==> src/verilog/pef_defs.svh <==
// Constants for the peripheral event flag register block
// How it works
// - Each event sets its flag whatever any enable says.
// - Bit 6 goes to one when a conversion completes and stays until cleared.
// - Bit 3 is set after a serial transfer and software clears it before leaving service.
// - In capture mode bit 2 is set on a timer capture and stays until cleared.
// - In compare mode bit 2 is set on a compare match and stays until cleared.
// - In pulse-width mode bit 2 is never set by the unit.
// - Bit 1 is set when the period timer meets its limit and stays until cleared.
// - Bit 0 is set on wide timer overflow and only reset or a software write clears it.
// - Bits 7, 5 and 4 read as zero and ignore writes.
`ifndef PEF_DEFS_SVH
`define PEF_DEFS_SVH
`define PEF_ADDR_W          8
`define PEF_OFS_FLAGS       8'h0C
`define PEF_OFS_MASK        8'h0D
`define PEF_BIT_CONV        6
`define PEF_BIT_SERIAL      3
`define PEF_BIT_CAPCMP      2
`define PEF_BIT_PERIOD      1
`define PEF_BIT_OVF         0
`define PEF_IMPL_MASK       8'h4F
`define PEF_RESET_FLAGS     8'h00
`define PEF_RESET_MASK      8'h00
`endif

==> src/verilog/pef_pkg.sv <==
// Types for the peripheral event flag register block
package pef_pkg;
  // Capture/compare unit mode as seen by the flag logic
  typedef enum logic [2:0]
  {
    PEF_CCM_CAPTURE = 3'b001,
    PEF_CCM_COMPARE = 3'b010,
    PEF_CCM_PWM     = 3'b100
  } pef_ccm_e;

  typedef struct packed
  {
    logic conv_done;
    logic serial_xfer;
    logic capture;
    logic compare;
    logic period_match;
    logic wide_ovf;
  } pef_events_s;

  typedef struct packed
  {
    logic [7:0] flags;
    logic [7:0] mask;
    logic [7:0] rdata;
  } pef_state_s;
endpackage

==> src/verilog/pef_flags.sv <==
// Peripheral event flag register with mask and interrupt output
`timescale 1ns/100ps
`include "pef_defs.svh"
module pef_flags
  import pef_pkg::*;
(
  input  wire logic                   i_mclk,
  input  wire logic                   i_rst_b,
  input  wire pef_events_s            i_events,
  input  wire pef_ccm_e               i_ccm_mode,
  input  wire logic [`PEF_ADDR_W-1:0] i_addr,
  input  wire logic [7:0]             i_wdata,
  input  wire logic                   i_wr,
  input  wire logic                   i_rd,
  output logic [7:0]                  o_rdata,
  output logic [7:0]                  o_flags,
  output logic                        o_irq
);

  // ************************************************************
  // Event gathering
  // ************************************************************
  pef_state_s st_q;
  pef_state_s st_d;
  logic [7:0] set_v;

  function automatic logic [7:0] pef_impl(input logic [7:0] v);
    pef_impl = v & `PEF_IMPL_MASK;
  endfunction

  always_comb
  begin
    set_v = 8'h00;
    set_v[`PEF_BIT_CONV] = i_events.conv_done;
    set_v[`PEF_BIT_SERIAL] = i_events.serial_xfer;
    // mode selects the source; pulse-width mode sets nothing
    case (i_ccm_mode)
      PEF_CCM_CAPTURE: set_v[`PEF_BIT_CAPCMP] = i_events.capture;
      PEF_CCM_COMPARE: set_v[`PEF_BIT_CAPCMP] = i_events.compare;
      PEF_CCM_PWM:     set_v[`PEF_BIT_CAPCMP] = 1'b0;
      default:         set_v[`PEF_BIT_CAPCMP] = 1'b0;
    endcase
    set_v[`PEF_BIT_PERIOD] = i_events.period_match;
    set_v[`PEF_BIT_OVF] = i_events.wide_ovf;
  end

  // ************************************************************
  // Address decode
  // ************************************************************
  logic       wr_flags;
  logic       wr_mask;
  logic       rd_flags;
  logic       rd_mask;
  logic [7:0] clr_v;

  // One decode shared by the register file and the checks
  function automatic logic pef_hit(input logic                   strobe,
                                   input logic [`PEF_ADDR_W-1:0] a,
                                   input logic [`PEF_ADDR_W-1:0] ofs);
    pef_hit = strobe && (a == ofs);
  endfunction

  always_comb
  begin
    wr_flags = pef_hit(i_wr, i_addr, `PEF_OFS_FLAGS);
    wr_mask  = pef_hit(i_wr, i_addr, `PEF_OFS_MASK);
    rd_flags = pef_hit(i_rd, i_addr, `PEF_OFS_FLAGS);
    rd_mask  = pef_hit(i_rd, i_addr, `PEF_OFS_MASK);
    // only implemented bits can be cleared
    clr_v    = wr_flags ? pef_impl(i_wdata) : 8'h00;
  end

  // ************************************************************
  // Register file
  // ************************************************************
  // Flags are write-one-to-clear, so clearing one flag never wipes
  // another event that arrived since software last read the register
  always_comb
  begin
    st_d       = st_q;
    st_d.rdata = 8'h00;
    // software clears a flag by writing a one to it
    st_d.flags = st_q.flags & ~clr_v;
    if (wr_mask)
    begin
      st_d.mask = pef_impl(i_wdata);
    end
    // set wins over a clear in the same cycle
    st_d.flags = st_d.flags | pef_impl(set_v);
    // Idle and unmapped reads return zero so a stale word never lingers
    if (rd_flags)
    begin
      st_d.rdata = pef_impl(st_q.flags);
    end
    else if (rd_mask)
    begin
      st_d.rdata = pef_impl(st_q.mask);
    end
  end

  always_ff @(posedge i_mclk)
  begin
    if (!i_rst_b)
    begin
      st_q.flags <= `PEF_RESET_FLAGS;
      st_q.mask  <= `PEF_RESET_MASK;
      st_q.rdata <= 8'h00;
    end
    else
    begin
      st_q <= st_d;
    end
  end

  // ************************************************************
  // Outputs
  // ************************************************************
  assign o_rdata = st_q.rdata;
  assign o_flags = st_q.flags;
  // Level interrupt; software should clear stale flags before unmasking
  assign o_irq   = |(st_q.flags & st_q.mask);

  // ************************************************************
  // Checks
  // ************************************************************
  // a conversion event lands in its flag
  event_sets_a: assert property (@(posedge i_mclk) disable iff (!i_rst_b)
    i_events.conv_done |=> o_flags[`PEF_BIT_CONV])
    else $error("conversion event lost");
  conv_hold_a: assert property (@(posedge i_mclk) disable iff (!i_rst_b)
    (o_flags[`PEF_BIT_CONV] && !(i_wr && i_addr == `PEF_OFS_FLAGS))
      |=> o_flags[`PEF_BIT_CONV])
    else $error("conversion flag dropped");
  serial_set_a: assert property (@(posedge i_mclk) disable iff (!i_rst_b)
    i_events.serial_xfer |=> o_flags[`PEF_BIT_SERIAL])
    else $error("serial flag not set");
  capture_set_a: assert property (@(posedge i_mclk) disable iff (!i_rst_b)
    (i_ccm_mode == PEF_CCM_CAPTURE && i_events.capture)
      |=> o_flags[`PEF_BIT_CAPCMP])
    else $error("capture flag not set");
  compare_set_a: assert property (@(posedge i_mclk) disable iff (!i_rst_b)
    (i_ccm_mode == PEF_CCM_COMPARE && i_events.compare)
      |=> o_flags[`PEF_BIT_CAPCMP])
    else $error("compare flag not set");
  pwm_quiet_a: assert property (@(posedge i_mclk) disable iff (!i_rst_b)
    (i_ccm_mode == PEF_CCM_PWM && !o_flags[`PEF_BIT_CAPCMP]
      && !(i_wr && i_addr == `PEF_OFS_FLAGS)) |=> !o_flags[`PEF_BIT_CAPCMP])
    else $error("flag set in pulse-width mode");
  period_set_a: assert property (@(posedge i_mclk) disable iff (!i_rst_b)
    i_events.period_match |=> o_flags[`PEF_BIT_PERIOD])
    else $error("period flag not set");
  ovf_hold_a: assert property (@(posedge i_mclk) disable iff (!i_rst_b)
    $fell(o_flags[`PEF_BIT_OVF]) |-> $past(i_wr) && $past(i_addr) == `PEF_OFS_FLAGS)
    else $error("overflow cleared without write");
  unimpl_zero_a: assert property (@(posedge i_mclk) disable iff (!i_rst_b)
    $past(i_rd) |-> (o_rdata & ~`PEF_IMPL_MASK) == 8'h00 && o_flags[7] == 1'b0)
    else $error("unimplemented bit nonzero");
  set_wins_a: assert property (@(posedge i_mclk) disable iff (!i_rst_b)
    (i_wr && i_addr == `PEF_OFS_FLAGS && i_events.wide_ovf) |=> o_flags[`PEF_BIT_OVF])
    else $error("set lost to clear");
  // Interrupt rises only after an event or an unmask
  irq_level_a: assert property (@(posedge i_mclk) disable iff (!i_rst_b)
    $rose(o_irq) |-> $past(|set_v) || $past(wr_mask))
    else $error("interrupt rose without cause");

  // ************************************************************
  // Checks per flag
  // ************************************************************
  // a flag rises only from its own event
  flag_source_a: assert property (@(posedge i_mclk) disable iff (!i_rst_b)
    $past(i_rst_b) |-> (o_flags & ~$past(o_flags) & ~$past(set_v)) == 8'h00)
    else $error("flag rose without event");

  // conversion flag cleared by a one
  conv_clear_a: assert property (@(posedge i_mclk) disable iff (!i_rst_b)
    (wr_flags && i_wdata[`PEF_BIT_CONV] && !i_events.conv_done)
      |=> !o_flags[`PEF_BIT_CONV])
    else $error("conversion flag not cleared");

  conv_quiet_a: assert property (@(posedge i_mclk) disable iff (!i_rst_b)
    (!o_flags[`PEF_BIT_CONV] && !i_events.conv_done)
      |=> !o_flags[`PEF_BIT_CONV])
    else $error("conversion flag set without event");

  serial_hold_a: assert property (@(posedge i_mclk) disable iff (!i_rst_b)
    (o_flags[`PEF_BIT_SERIAL] && !(wr_flags && i_wdata[`PEF_BIT_SERIAL]))
      |=> o_flags[`PEF_BIT_SERIAL])
    else $error("serial flag dropped");

  // serial flag cleared by a one
  serial_clear_a: assert property (@(posedge i_mclk) disable iff (!i_rst_b)
    (wr_flags && i_wdata[`PEF_BIT_SERIAL] && !i_events.serial_xfer)
      |=> !o_flags[`PEF_BIT_SERIAL])
    else $error("serial flag not cleared");

  serial_quiet_a: assert property (@(posedge i_mclk) disable iff (!i_rst_b)
    (!o_flags[`PEF_BIT_SERIAL] && !i_events.serial_xfer)
      |=> !o_flags[`PEF_BIT_SERIAL])
    else $error("serial flag set without event");

  capcmp_hold_a: assert property (@(posedge i_mclk) disable iff (!i_rst_b)
    (o_flags[`PEF_BIT_CAPCMP] && !(wr_flags && i_wdata[`PEF_BIT_CAPCMP]))
      |=> o_flags[`PEF_BIT_CAPCMP])
    else $error("capture flag dropped");

  // compare event ignored in capture mode
  capture_only_a: assert property (@(posedge i_mclk) disable iff (!i_rst_b)
    (i_ccm_mode == PEF_CCM_CAPTURE && !i_events.capture && !o_flags[`PEF_BIT_CAPCMP])
      |=> !o_flags[`PEF_BIT_CAPCMP])
    else $error("capture flag set by other event");

  // capture event ignored in compare mode
  compare_only_a: assert property (@(posedge i_mclk) disable iff (!i_rst_b)
    (i_ccm_mode == PEF_CCM_COMPARE && !i_events.compare && !o_flags[`PEF_BIT_CAPCMP])
      |=> !o_flags[`PEF_BIT_CAPCMP])
    else $error("compare flag set by other event");

  // compare flag cleared by a one
  capcmp_clear_a: assert property (@(posedge i_mclk) disable iff (!i_rst_b)
    (wr_flags && i_wdata[`PEF_BIT_CAPCMP] && !set_v[`PEF_BIT_CAPCMP])
      |=> !o_flags[`PEF_BIT_CAPCMP])
    else $error("compare flag not cleared");

  period_hold_a: assert property (@(posedge i_mclk) disable iff (!i_rst_b)
    (o_flags[`PEF_BIT_PERIOD] && !(wr_flags && i_wdata[`PEF_BIT_PERIOD]))
      |=> o_flags[`PEF_BIT_PERIOD])
    else $error("period flag dropped");

  // period flag cleared by a one
  period_clear_a: assert property (@(posedge i_mclk) disable iff (!i_rst_b)
    (wr_flags && i_wdata[`PEF_BIT_PERIOD] && !i_events.period_match)
      |=> !o_flags[`PEF_BIT_PERIOD])
    else $error("period flag not cleared");

  ovf_set_a: assert property (@(posedge i_mclk) disable iff (!i_rst_b)
    i_events.wide_ovf |=> o_flags[`PEF_BIT_OVF])
    else $error("overflow flag not set");

  // writing a zero keeps the overflow flag
  ovf_keep_a: assert property (@(posedge i_mclk) disable iff (!i_rst_b)
    (o_flags[`PEF_BIT_OVF] && !(wr_flags && i_wdata[`PEF_BIT_OVF]))
      |=> o_flags[`PEF_BIT_OVF])
    else $error("overflow flag dropped");

  // overflow flag cleared by a one
  ovf_clear_a: assert property (@(posedge i_mclk) disable iff (!i_rst_b)
    (wr_flags && i_wdata[`PEF_BIT_OVF] && !i_events.wide_ovf)
      |=> !o_flags[`PEF_BIT_OVF])
    else $error("overflow flag not cleared");

  serial_wins_a: assert property (@(posedge i_mclk) disable iff (!i_rst_b)
    (wr_flags && i_events.serial_xfer) |=> o_flags[`PEF_BIT_SERIAL])
    else $error("serial set lost to clear");

  period_wins_a: assert property (@(posedge i_mclk) disable iff (!i_rst_b)
    (wr_flags && i_events.period_match) |=> o_flags[`PEF_BIT_PERIOD])
    else $error("period set lost to clear");

  conv_wins_a: assert property (@(posedge i_mclk) disable iff (!i_rst_b)
    (wr_flags && i_events.conv_done) |=> o_flags[`PEF_BIT_CONV])
    else $error("conversion set lost to clear");

  // ************************************************************
  // Checks on the register bus
  // ************************************************************
  // unimplemented flag bits stay zero
  flags_unimpl_a: assert property (@(posedge i_mclk) disable iff (!i_rst_b)
    (o_flags & ~`PEF_IMPL_MASK) == 8'h00)
    else $error("unimplemented flag bit set");

  mask_unimpl_a: assert property (@(posedge i_mclk) disable iff (!i_rst_b)
    (st_q.mask & ~`PEF_IMPL_MASK) == 8'h00)
    else $error("unimplemented mask bit set");

  // Mask takes the implemented bits of the written word
  mask_write_a: assert property (@(posedge i_mclk) disable iff (!i_rst_b)
    wr_mask |=> st_q.mask == ($past(i_wdata) & `PEF_IMPL_MASK))
    else $error("mask write lost");

  // Mask holds without a write
  mask_hold_a: assert property (@(posedge i_mclk) disable iff (!i_rst_b)
    !wr_mask |=> $stable(st_q.mask))
    else $error("mask changed without write");

  // Flag read returns the flags
  read_flags_a: assert property (@(posedge i_mclk) disable iff (!i_rst_b)
    rd_flags |=> o_rdata == $past(o_flags))
    else $error("flag read wrong");

  // Mask read returns the mask
  read_mask_a: assert property (@(posedge i_mclk) disable iff (!i_rst_b)
    rd_mask |=> o_rdata == $past(st_q.mask))
    else $error("mask read wrong");

  // Read data only in the cycle after a read
  read_idle_a: assert property (@(posedge i_mclk) disable iff (!i_rst_b)
    !i_rd |=> o_rdata == 8'h00)
    else $error("read data without read");

  read_unmapped_a: assert property (@(posedge i_mclk) disable iff (!i_rst_b)
    (i_rd && !rd_flags && !rd_mask) |=> o_rdata == 8'h00)
    else $error("unmapped read nonzero");

  reset_clear_a: assert property (@(posedge i_mclk)
    !i_rst_b |=> (o_flags == 8'h00 && st_q.mask == 8'h00 && o_rdata == 8'h00))
    else $error("reset left state");

  // Interrupt falls only after a write
  irq_fall_a: assert property (@(posedge i_mclk) disable iff (!i_rst_b)
    $fell(o_irq) |-> $past(wr_flags) || $past(wr_mask))
    else $error("interrupt fell without write");

endmodule // pef_flags

==> config.mk <==
export PLATFORM = sky130hd
export DESIGN_NAME = pef_flags
export DESIGN_NICKNAME = d
export VERILOG_FILES = /design/src/verilog/pef_pkg.sv /design/src/verilog/pef_flags.sv
export VERILOG_INCLUDE_DIRS = /design/src /design/src/verilog
export SDC_FILE = /design/constraint.sdc
export NUM_CORES = 1
export LEC_CHECK = 0
export ABC_AREA = 1
export BUFFER_PORTS_ARGS = -buffer_cell sky130_fd_sc_hd__clkbuf_2
export CORE_ASPECT_RATIO = 0.9
export CORE_MARGIN = 10
export CORE_UTILIZATION = 30
export DETAILED_ROUTE_END_ITERATION = 8
export PLACE_DENSITY = 0.62
export SLEW_MARGIN = 5
export SYNTH_ARGS = -nofsm -noshare
export SYNTH_HDL_FRONTEND = slang
export SYNTH_SLANG_ARGS = --single-unit
==> constraint.sdc <==
create_clock -name i_mclk -period 2.4 [get_ports i_mclk]
set_input_delay 0.12 -clock i_mclk [delete_from_list [all_inputs] [get_ports i_mclk]]
set_output_delay 0.12 -clock i_mclk [all_outputs]
set_load 0.01 [all_outputs]
Yosys cells after proc, flatten, opt, wreduce, memory -nomap -nowiden
Index checks and enable logic that the tools add are counted.
{"block": "word_totals", "register_bits": 21, "word_cells": 23, "in_bits": 29}
{"block": "op_classes", "n_bitwise": 5, "n_eq_ne": 4, "n_reduce_logical": 6, "mux": 4}
{"cell": "$mux 7", "n": 3}
{"cell": "$eq 8x4->1 const B", "n": 2}
{"cell": "$and 8x7->8", "n": 1}
{"cell": "$and 8x8->8", "n": 1}
{"cell": "$not 7->8", "n": 1}
{"cell": "$or 8x7->8", "n": 1}
{"cell": "$reduce_or 8->1", "n": 1}
{"cell": "$logic_and 1x1->1", "n": 4}
{"cell": "$eq 3x1->1 const B", "n": 1}
{"cell": "$eq 3x2->1 const B", "n": 1}
{"cell": "$pmux 1 s2", "n": 1}
{"cell": "$reduce_or 2->1", "n": 1}
{"cell": "$not 1->1", "n": 1}

Depth between registers and ports, before layout
Gate-level depths: netlist of run 1.
{"block": "depth", "word_depth": 6, "ltp_mapped": 8}

Worst setup path before layout of run 1
No wires, ideal clock.
{"block": "synth_path", "kind": "input -> register", "start": "in i_addr[7]", "end": "reg st_q (netlist bit o_flags[0])", "arrival_ps": 724, "setup_slack_ps": 1544, "stages": 7, "setup_time_ps": 132, "cell_sequence": "nor2_1 > nand2_2 > nor2_4 > buf_6 > nand3_1 > nand2_1 > a21oi_1"}
{"block": "synth_via", "elab_chain_len": 6}
{"item": "start: declaration", "line_no": "pef_flags.sv:11", "text": "input wire logic [`PEF_ADDR_W-1:0] i_addr,"}
{"item": "$eq 8x4->1", "line_no": "pef_flags.sv:60", "text": "pef_hit = strobe && (a == ofs);"}
{"item": "$logic_and 1x1->1", "line_no": "pef_flags.sv:60"}
{"item": "$mux 7", "line_no": "pef_flags.sv:70", "text": "clr_v = wr_flags ? pef_impl(i_wdata) : 8'h00;"}
{"item": "$not 7->8", "line_no": "pef_flags.sv:83", "text": "st_d.flags = st_q.flags & ~clr_v;"}
{"item": "$and 8x8->8", "line_no": "pef_flags.sv:83"}
{"item": "$or 8x7->8", "line_no": "pef_flags.sv:89", "text": "st_d.flags = st_d.flags | pef_impl(set_v);"}
{"item": "end signal: assignment", "line_no": "pef_flags.sv:111", "text": "st_q <= st_d;"}
{"item": "end: declaration", "line_no": "pef_flags.sv:23", "text": "pef_state_s st_q;"}
Every way passes these cells.
A chain may end at the register's enable or synchronous reset.

Final worst setup path of run 1
{"block": "layout_path", "start": "reg st_q (netlist bit o_flags[1])", "end": "out o_irq"}
{"block": "layout_via", "elab_chain_len": 2}
{"item": "$and 8x7->8", "line_no": "pef_flags.sv:121", "text": "assign o_irq = |(st_q.flags & st_q.mask);"}
{"item": "$reduce_or 8->1", "line_no": "pef_flags.sv:121"}
{"item": "end: declaration", "line_no": "pef_flags.sv:17", "text": "output logic o_irq"}
Every way passes these cells.

==> results_dict.tcl, run 1 <==
set metrics [dict create \
    ctsHoldBuffers 0 \
    clk_pin_slew_ns 0.08 \
    portBuffers 36 \
    cts_sinks 15 \
    final_cell_mix "36 x clkbuf_2, 25 x nand2_1, 15 x dfxtp_1, 14 x a21oi_1, 11 x inv_1" \
    p_per_area_nw_per_um2 481 \
    cts_resized 0 \
    p_comb_share_pct 13.5 \
    grt_pass1_vias 778 \
    hpwl_mm 1.77 \
    num_antenna_cells 0 \
    dr.pass1.iters 6 \
    fin_nets 174 \
    area.growth.synth_to_final_pct 14.7 \
    grt_pass1_wl_mm 3.41 \
    place_congestion 0.806 \
    core_sq_um 2700 \
    synthAdderAreaFrac_pct 0 \
    post_cts_buffers 0 \
    synth_area_sq_um 836 \
    hold_depth 3 \
    syn_avg_cell_area_sq_um 7.08 \
    synthCells 118 \
    routed_wl_mm 2.11 \
    worstPathRequired_ns 2.28 \
    hold_violations 0 \
    vias_per_cell 4.45 \
    ys_seq_area_share_pct 35.9 \
    core.rowCount 18 \
    slew_viol_final 0 \
    die_y_um 70.1 \
    cp_max_fo 4 \
    yosysWarnings 0 \
    synth_seq_cells 15 \
    grt_antenna_before_repair 0 \
    drive_above_1_share_pct 32.6 \
    antenna_left 0 \
    htreeDepth 1 \
    layoutNonFillerInstCount 174 \
    reg2reg_depth 4 \
    rsz0062_at_grt "false" \
    skew_ns 0.00498 \
    setup_violations 0 \
    drc 0 \
    layout_commonest_cell "clkbuf_2" \
    tns_ns 0 \
    p_switching_mw 0.116 \
    dp_cells 170 \
    start_util_pct 30.9 \
    cts_tree "done" \
    vias 774 \
    cts-root-buf "clkbuf_4" \
    status "complete, no violations" \
    switching_share_pct 25.2 \
    grt_max_degree 14 \
    cp-start-kind "flip-flop" \
    crit_arrival_ns 1.18 \
    reg2reg_from "st_q[8]" \
    wire_per_inst_um 12.1 \
    dieArea_sq_um 5300 \
    grt.overflow.total 0 \
    holdPathEnd "o_flags[3]" \
    min_period_ns 1.30 \
    synth_cell_type_count 18 \
    yosys.area_share.xor_xnor_pct 0 \
    maxCapViolations 0 \
    grt_util_all_layers_pct 8.12 \
    total_power_mw 0.461 \
    internal_power_mw 0.345 \
    fmaxAchievable_mhz 768 \
    fillerInstances 311 \
    hp-start "i_events[4]" \
    worstSetupEndpointType "primary output" \
    synth_compound_area_share_pct 10.0 \
    r2r_end "o_rdata[0]" \
    pwr-share-clk_pct 29.8 \
    synth.area.mux_share_pct 0 \
    path_class "flip-flop to primary output" \
    hp-class "input port to flip-flop" \
    reg2reg_slack_ns 1.67 \
    cts_buffer_depth 2 \
    drt_iter0_markers 37 \
    synth_top_family_by_area "simple AND/OR/NAND/NOR gates" \
    num_io_pins 46 \
    power_leakage_nw 0.479 \
    synthSimpleGateAreaFrac_pct 31.4 \
    die_width_um 75.6 \
    holdWs_ns 0.0570 \
    pwr-share-seq_pct 56.8 \
    vdd_ir_drop_max_mv 0.287 \
    clk_latency_ns 0.28 \
    fin_crit_sh_pct 54.3 \
    cts_buffers 3 \
]
sequential cells by signal, summed over array words and instances (netlist names):
name	count
st_q	5
o_flags	5
o_rdata	5
power groups by stage:
stage,clock (mW),combinational (mW),sequential (mW)
2_1_floorplan,0,0.0443,0.265
3_3_place_gp,0,0.0599,0.267
3_5_place_dp,0,0.0619,0.268
4_1_cts,0.144,0.0622,0.262
5_1_grt,0.157,0.0702,0.263
6_report,0.137,0.0620,0.262
Yosys cell counts (all sizes together):
cell     n  area share (%)
dfxtp   15              36
nand4    3             2.2
conb     1            0.45
clkbuf   1            0.45
o21ai    1            0.60
nor2    13             8.5
nand3   11             7.2
nand2   28              13
a221oi   1             1.0
inv     12             5.4
buf     18              16
a21oi   14             8.4
through the flow:
stage / util, % / area [sq um] / setup slack, ns
after CTS: 35.5 / 958 / 1.08
after floorplan: - / 855 / 1.54
final: 35.5 / 958 / 1.10
after global placement: 34.5 / 932 / 1.36
after global routing: 35.5 / 958 / 0.977
after detailed placement: 34.5 / 932 / 1.33
critical path: stages, from the launching register on:
cell	delay, ns
dfxtp_1	0.35
nand2_1	0.08
nand2_1	0.06
a221oi_1	0.21
nand2_1	0.08
clkbuf_2	0.13
worst max path at each step:
| stage | slack, ns | startpoint | endpoint | cells after the start |
|---|---|---|---|---|
| after floorplan | 1.54 | i_addr[7] | o_flags[0] | 7 |
| after global placement | 1.36 | i_addr[7] | o_flags[2] | 7 |
| after detailed placement | 1.33 | i_addr[5] | o_flags[0] | 7 |
| after CTS | 1.08 | o_flags[0] | o_irq | 5 |
| after global routing | 0.98 | o_flags[1] | o_irq | 5 |
| final | 1.10 | o_flags[1] | o_irq | 5 |
routing by layer:
layer / GRT usage, % / share of wire, % / wire [um]
met1: 8.62 / 37 / 775
met3: 3.67 / 9.9 / 209
met5: 0 / 0 / 0
met2: 13.5 / 52 / 1090
met4: 3.09 / 1.5 / 31
logic make-up after synthesis:
group                  Yosys count
other                            1
DFF                             15
buffers and inverters           31
and+or+nand+nor                 55
AOI/OAI and AO/OA               16
area by class of cell:
class	instances	area, sq um	share of cell area (%)
well taps	30	37.5	3.92
flip-flops and latches	15	300	31.3
inverters	12	45.0	4.70
clock buffers	4	26.3	2.74
multi-input cells	77	369	38.5
repair buffers	36	180	18.8
Note: power is estimated with default switching activity, not from simulation.
==> run 2: changes to the inputs <==
- ABC_AREA: 1 -> 0
- PLACE_DENSITY: 0.62 -> 0.65
- clock period: 2.4 -> 1.1 ns (I/O delays scaled with it)
==> results_dict.tcl, run 2 <==
set metrics [dict create \
    grt.overflow.total 0 \
    clk_pin_slew_ns 0.09 \
    dr.pass1.iters 4 \
    start_util_pct 31.6 \
    synth_seq_cells 15 \
    ys_seq_area_share_pct 38.5 \
    antenna_left 0 \
    dp_slack_ns -0.213 \
    dp_cells 140 \
    synthSimpleGateAreaFrac_pct 19.6 \
    p_per_area_nw_per_um2 1030 \
    setup_violations 1 \
    crit_chain "a222oi_1, nand2_1, buf_2" \
    synth.area.mux_share_pct 12.8 \
    grt_pass1_vias 750 \
    slew_viol_final 0 \
    synth-main-ff-cell "dfxtp_1" \
    skew_ns 0.00529 \
    die_y_um 68.4 \
    power_leakage_nw 0.492 \
    drc 0 \
    setup_ws_ns -0.149 \
    synth_top_area_share_pct 38.5 \
    maxCapViolations 0 \
    synthTopCellsByArea "dfxtp_1 39%, buf_4 15%, mux2i_1 13%" \
    routed_wl_mm 2.06 \
    vdd_ir_drop_max_mv 0.537 \
    fin_util_pct 41.0 \
    clk_latency_ns 0.28 \
    cts-root-buf "clkbuf_4" \
    failed_checks "negative setup slack" \
    hold_violations 0 \
    portBuffers 36 \
    num_antenna_cells 0 \
    grt_util_all_layers_pct 8.07 \
    worstSetupEndpointType "primary output" \
    crit_arrival_ns 1.19 \
    layout_commonest_cell "clkbuf_2" \
    grt_pass1_wl_mm 3.26 \
    fin_nets 154 \
    total_power_mw 1.04 \
    critPathMaxStageDelay_ns 0.34 \
    cp_max_fo 3 \
    slowest_stage "dfxtp_2" \
    cts_buffers 3 \
    syn_avg_cell_area_sq_um 9.06 \
    core.rowCount 17 \
    wire_per_inst_um 13.6 \
    yosysMostFrequentCell "buf_4" \
    cts_buffer_depth 2 \
    place_area_sq_um 908 \
    hpwl_mm 1.68 \
    vias_per_cell 4.63 \
    dieArea_sq_um 5040 \
    synth_cell_type_count 19 \
    rsz0062_at_grt "true" \
    ys_async_sr_fraction_pct 0 \
    htreeDepth 1 \
    holdWs_ns 0.0132 \
    synth_area_sq_um 779 \
    drt_iter0_markers 23 \
    synth_edf_count 0 \
    min_period_ns 1.25 \
    worstPathRequired_ns 1.04 \
    grt_antenna_before_repair 0 \
    status "finished, violations left" \
    fin_area_sq_um 1010 \
    path_class "flip-flop to primary output" \
    fin_crit_sh_pct 114 \
    vias 703 \
    hp-class "input port to flip-flop" \
    cts_tree "done" \
    num_io_pins 46 \
    die_width_um 73.7 \
    fmaxAchievable_mhz 801 \
    synth_top_family_by_area "simple AND/OR/NAND/NOR gates" \
    grt_max_degree 16 \
    yosys.area_share.xor_xnor_pct 0 \
    cp-start-kind "flip-flop" \
    synth_common_cells "16 x buf_4, 15 x dfxtp_1, 11 x nand2_1" \
    cts_sinks 15 \
    core_sq_um 2470 \
    yosysWarnings 0 \
    layoutNonFillerInstCount 152 \
    synthCells 86 \
    synthAdderAreaFrac_pct 0 \
    area.growth.synth_to_final_pct 29.9 \
    synth_compound_area_share_pct 9.79 \
    synth_top_cell_by_area "dfxtp_1" \
    drive_above_1_share_pct 39.5 \
    place_congestion 0.699 \
    final_cell_mix "35 x clkbuf_2, 13 x dfxtp_1, 11 x nand2_1, 10 x mux2i_1" \
    tns_ns -0.149 \
]
## run 2: cell types whose count changed in the layout (fill, tap and decap cells not counted), sizes merged, moves of 3 or more
cell,before,now
a21oi,14,0
nand2,28,11
nand4,3,0
a31oi,0,5
nor2,13,6
inv,12,5
o21ai,1,4
nand3,11,0
buf,0,6
mux2i,0,10
dlygate4sd3,0,6
## run 2: logic make-up after synthesis
family,count (synthesis)
mux,10
flops,15
simple gates,25
buf+inv,23
compound gates,12
other cells,1
## run 2: per-layer routing
layer / global-route usage (%) / vias up / wire [um]
met1: 9.50 / 307 / 965
li1: - / 353 / -
met5: 0 / - / 0
met4: 3.49 / 0 / 8
met2: 12.2 / 41 / 858
met3: 3.90 / 2 / 229
## run 2: worst paths after layout
| kind | startpoint | endpoint | slack [ns] | cells past startpoint |
|---|---|---|---|---|
| setup / recovery | o_flags[3] | o_irq | -0.15 | 3 |
| hold reg to reg | st_q[9] | st_q[9] | 0.48 | 2 |
| setup reg to reg | o_flags[3] | o_flags[3] | 0.27 | 3 |
| hold / removal | i_events[0] | o_flags[0] | 0.01 | 3 |
## run 2: final cells by class
cell class	count	area [sq um]
tap	28	35.0
timing repair buffer	47	278
sequential	15	303
multi-input combinational	53	352
clock buffer	4	26.3
fill	264	1460
inverter	5	18.8
## run 2: power breakdown
part / switching (mW) / leakage [nW] / internal, mW
clock network: 0.172 / 0.0150 / 0.141
logic: 0.0757 / 0.354 / 0.0863
registers: 0.0134 / 0.123 / 0.556
total: 0.261 / 0.492 / 0.783
## run 2: critical path, delay by kind of cell, from the launching register on
kind,cells,cell delay (ns)
buffers and inverters,1,0.15
AO/OA/AOI/OAI,1,0.33
flip-flops,1,0.34
AND/OR/NAND/NOR,1,0.09
## run 2: repair_timing
action                                 in CTS  in global routing
endpoints found under the hold margin       6                  0
setup buffers                               1                  1
gates resized for setup                     2                  1
hold buffers                                6                  0
pin swaps                                   2                  2
setup endpoints to repair                   1                  1
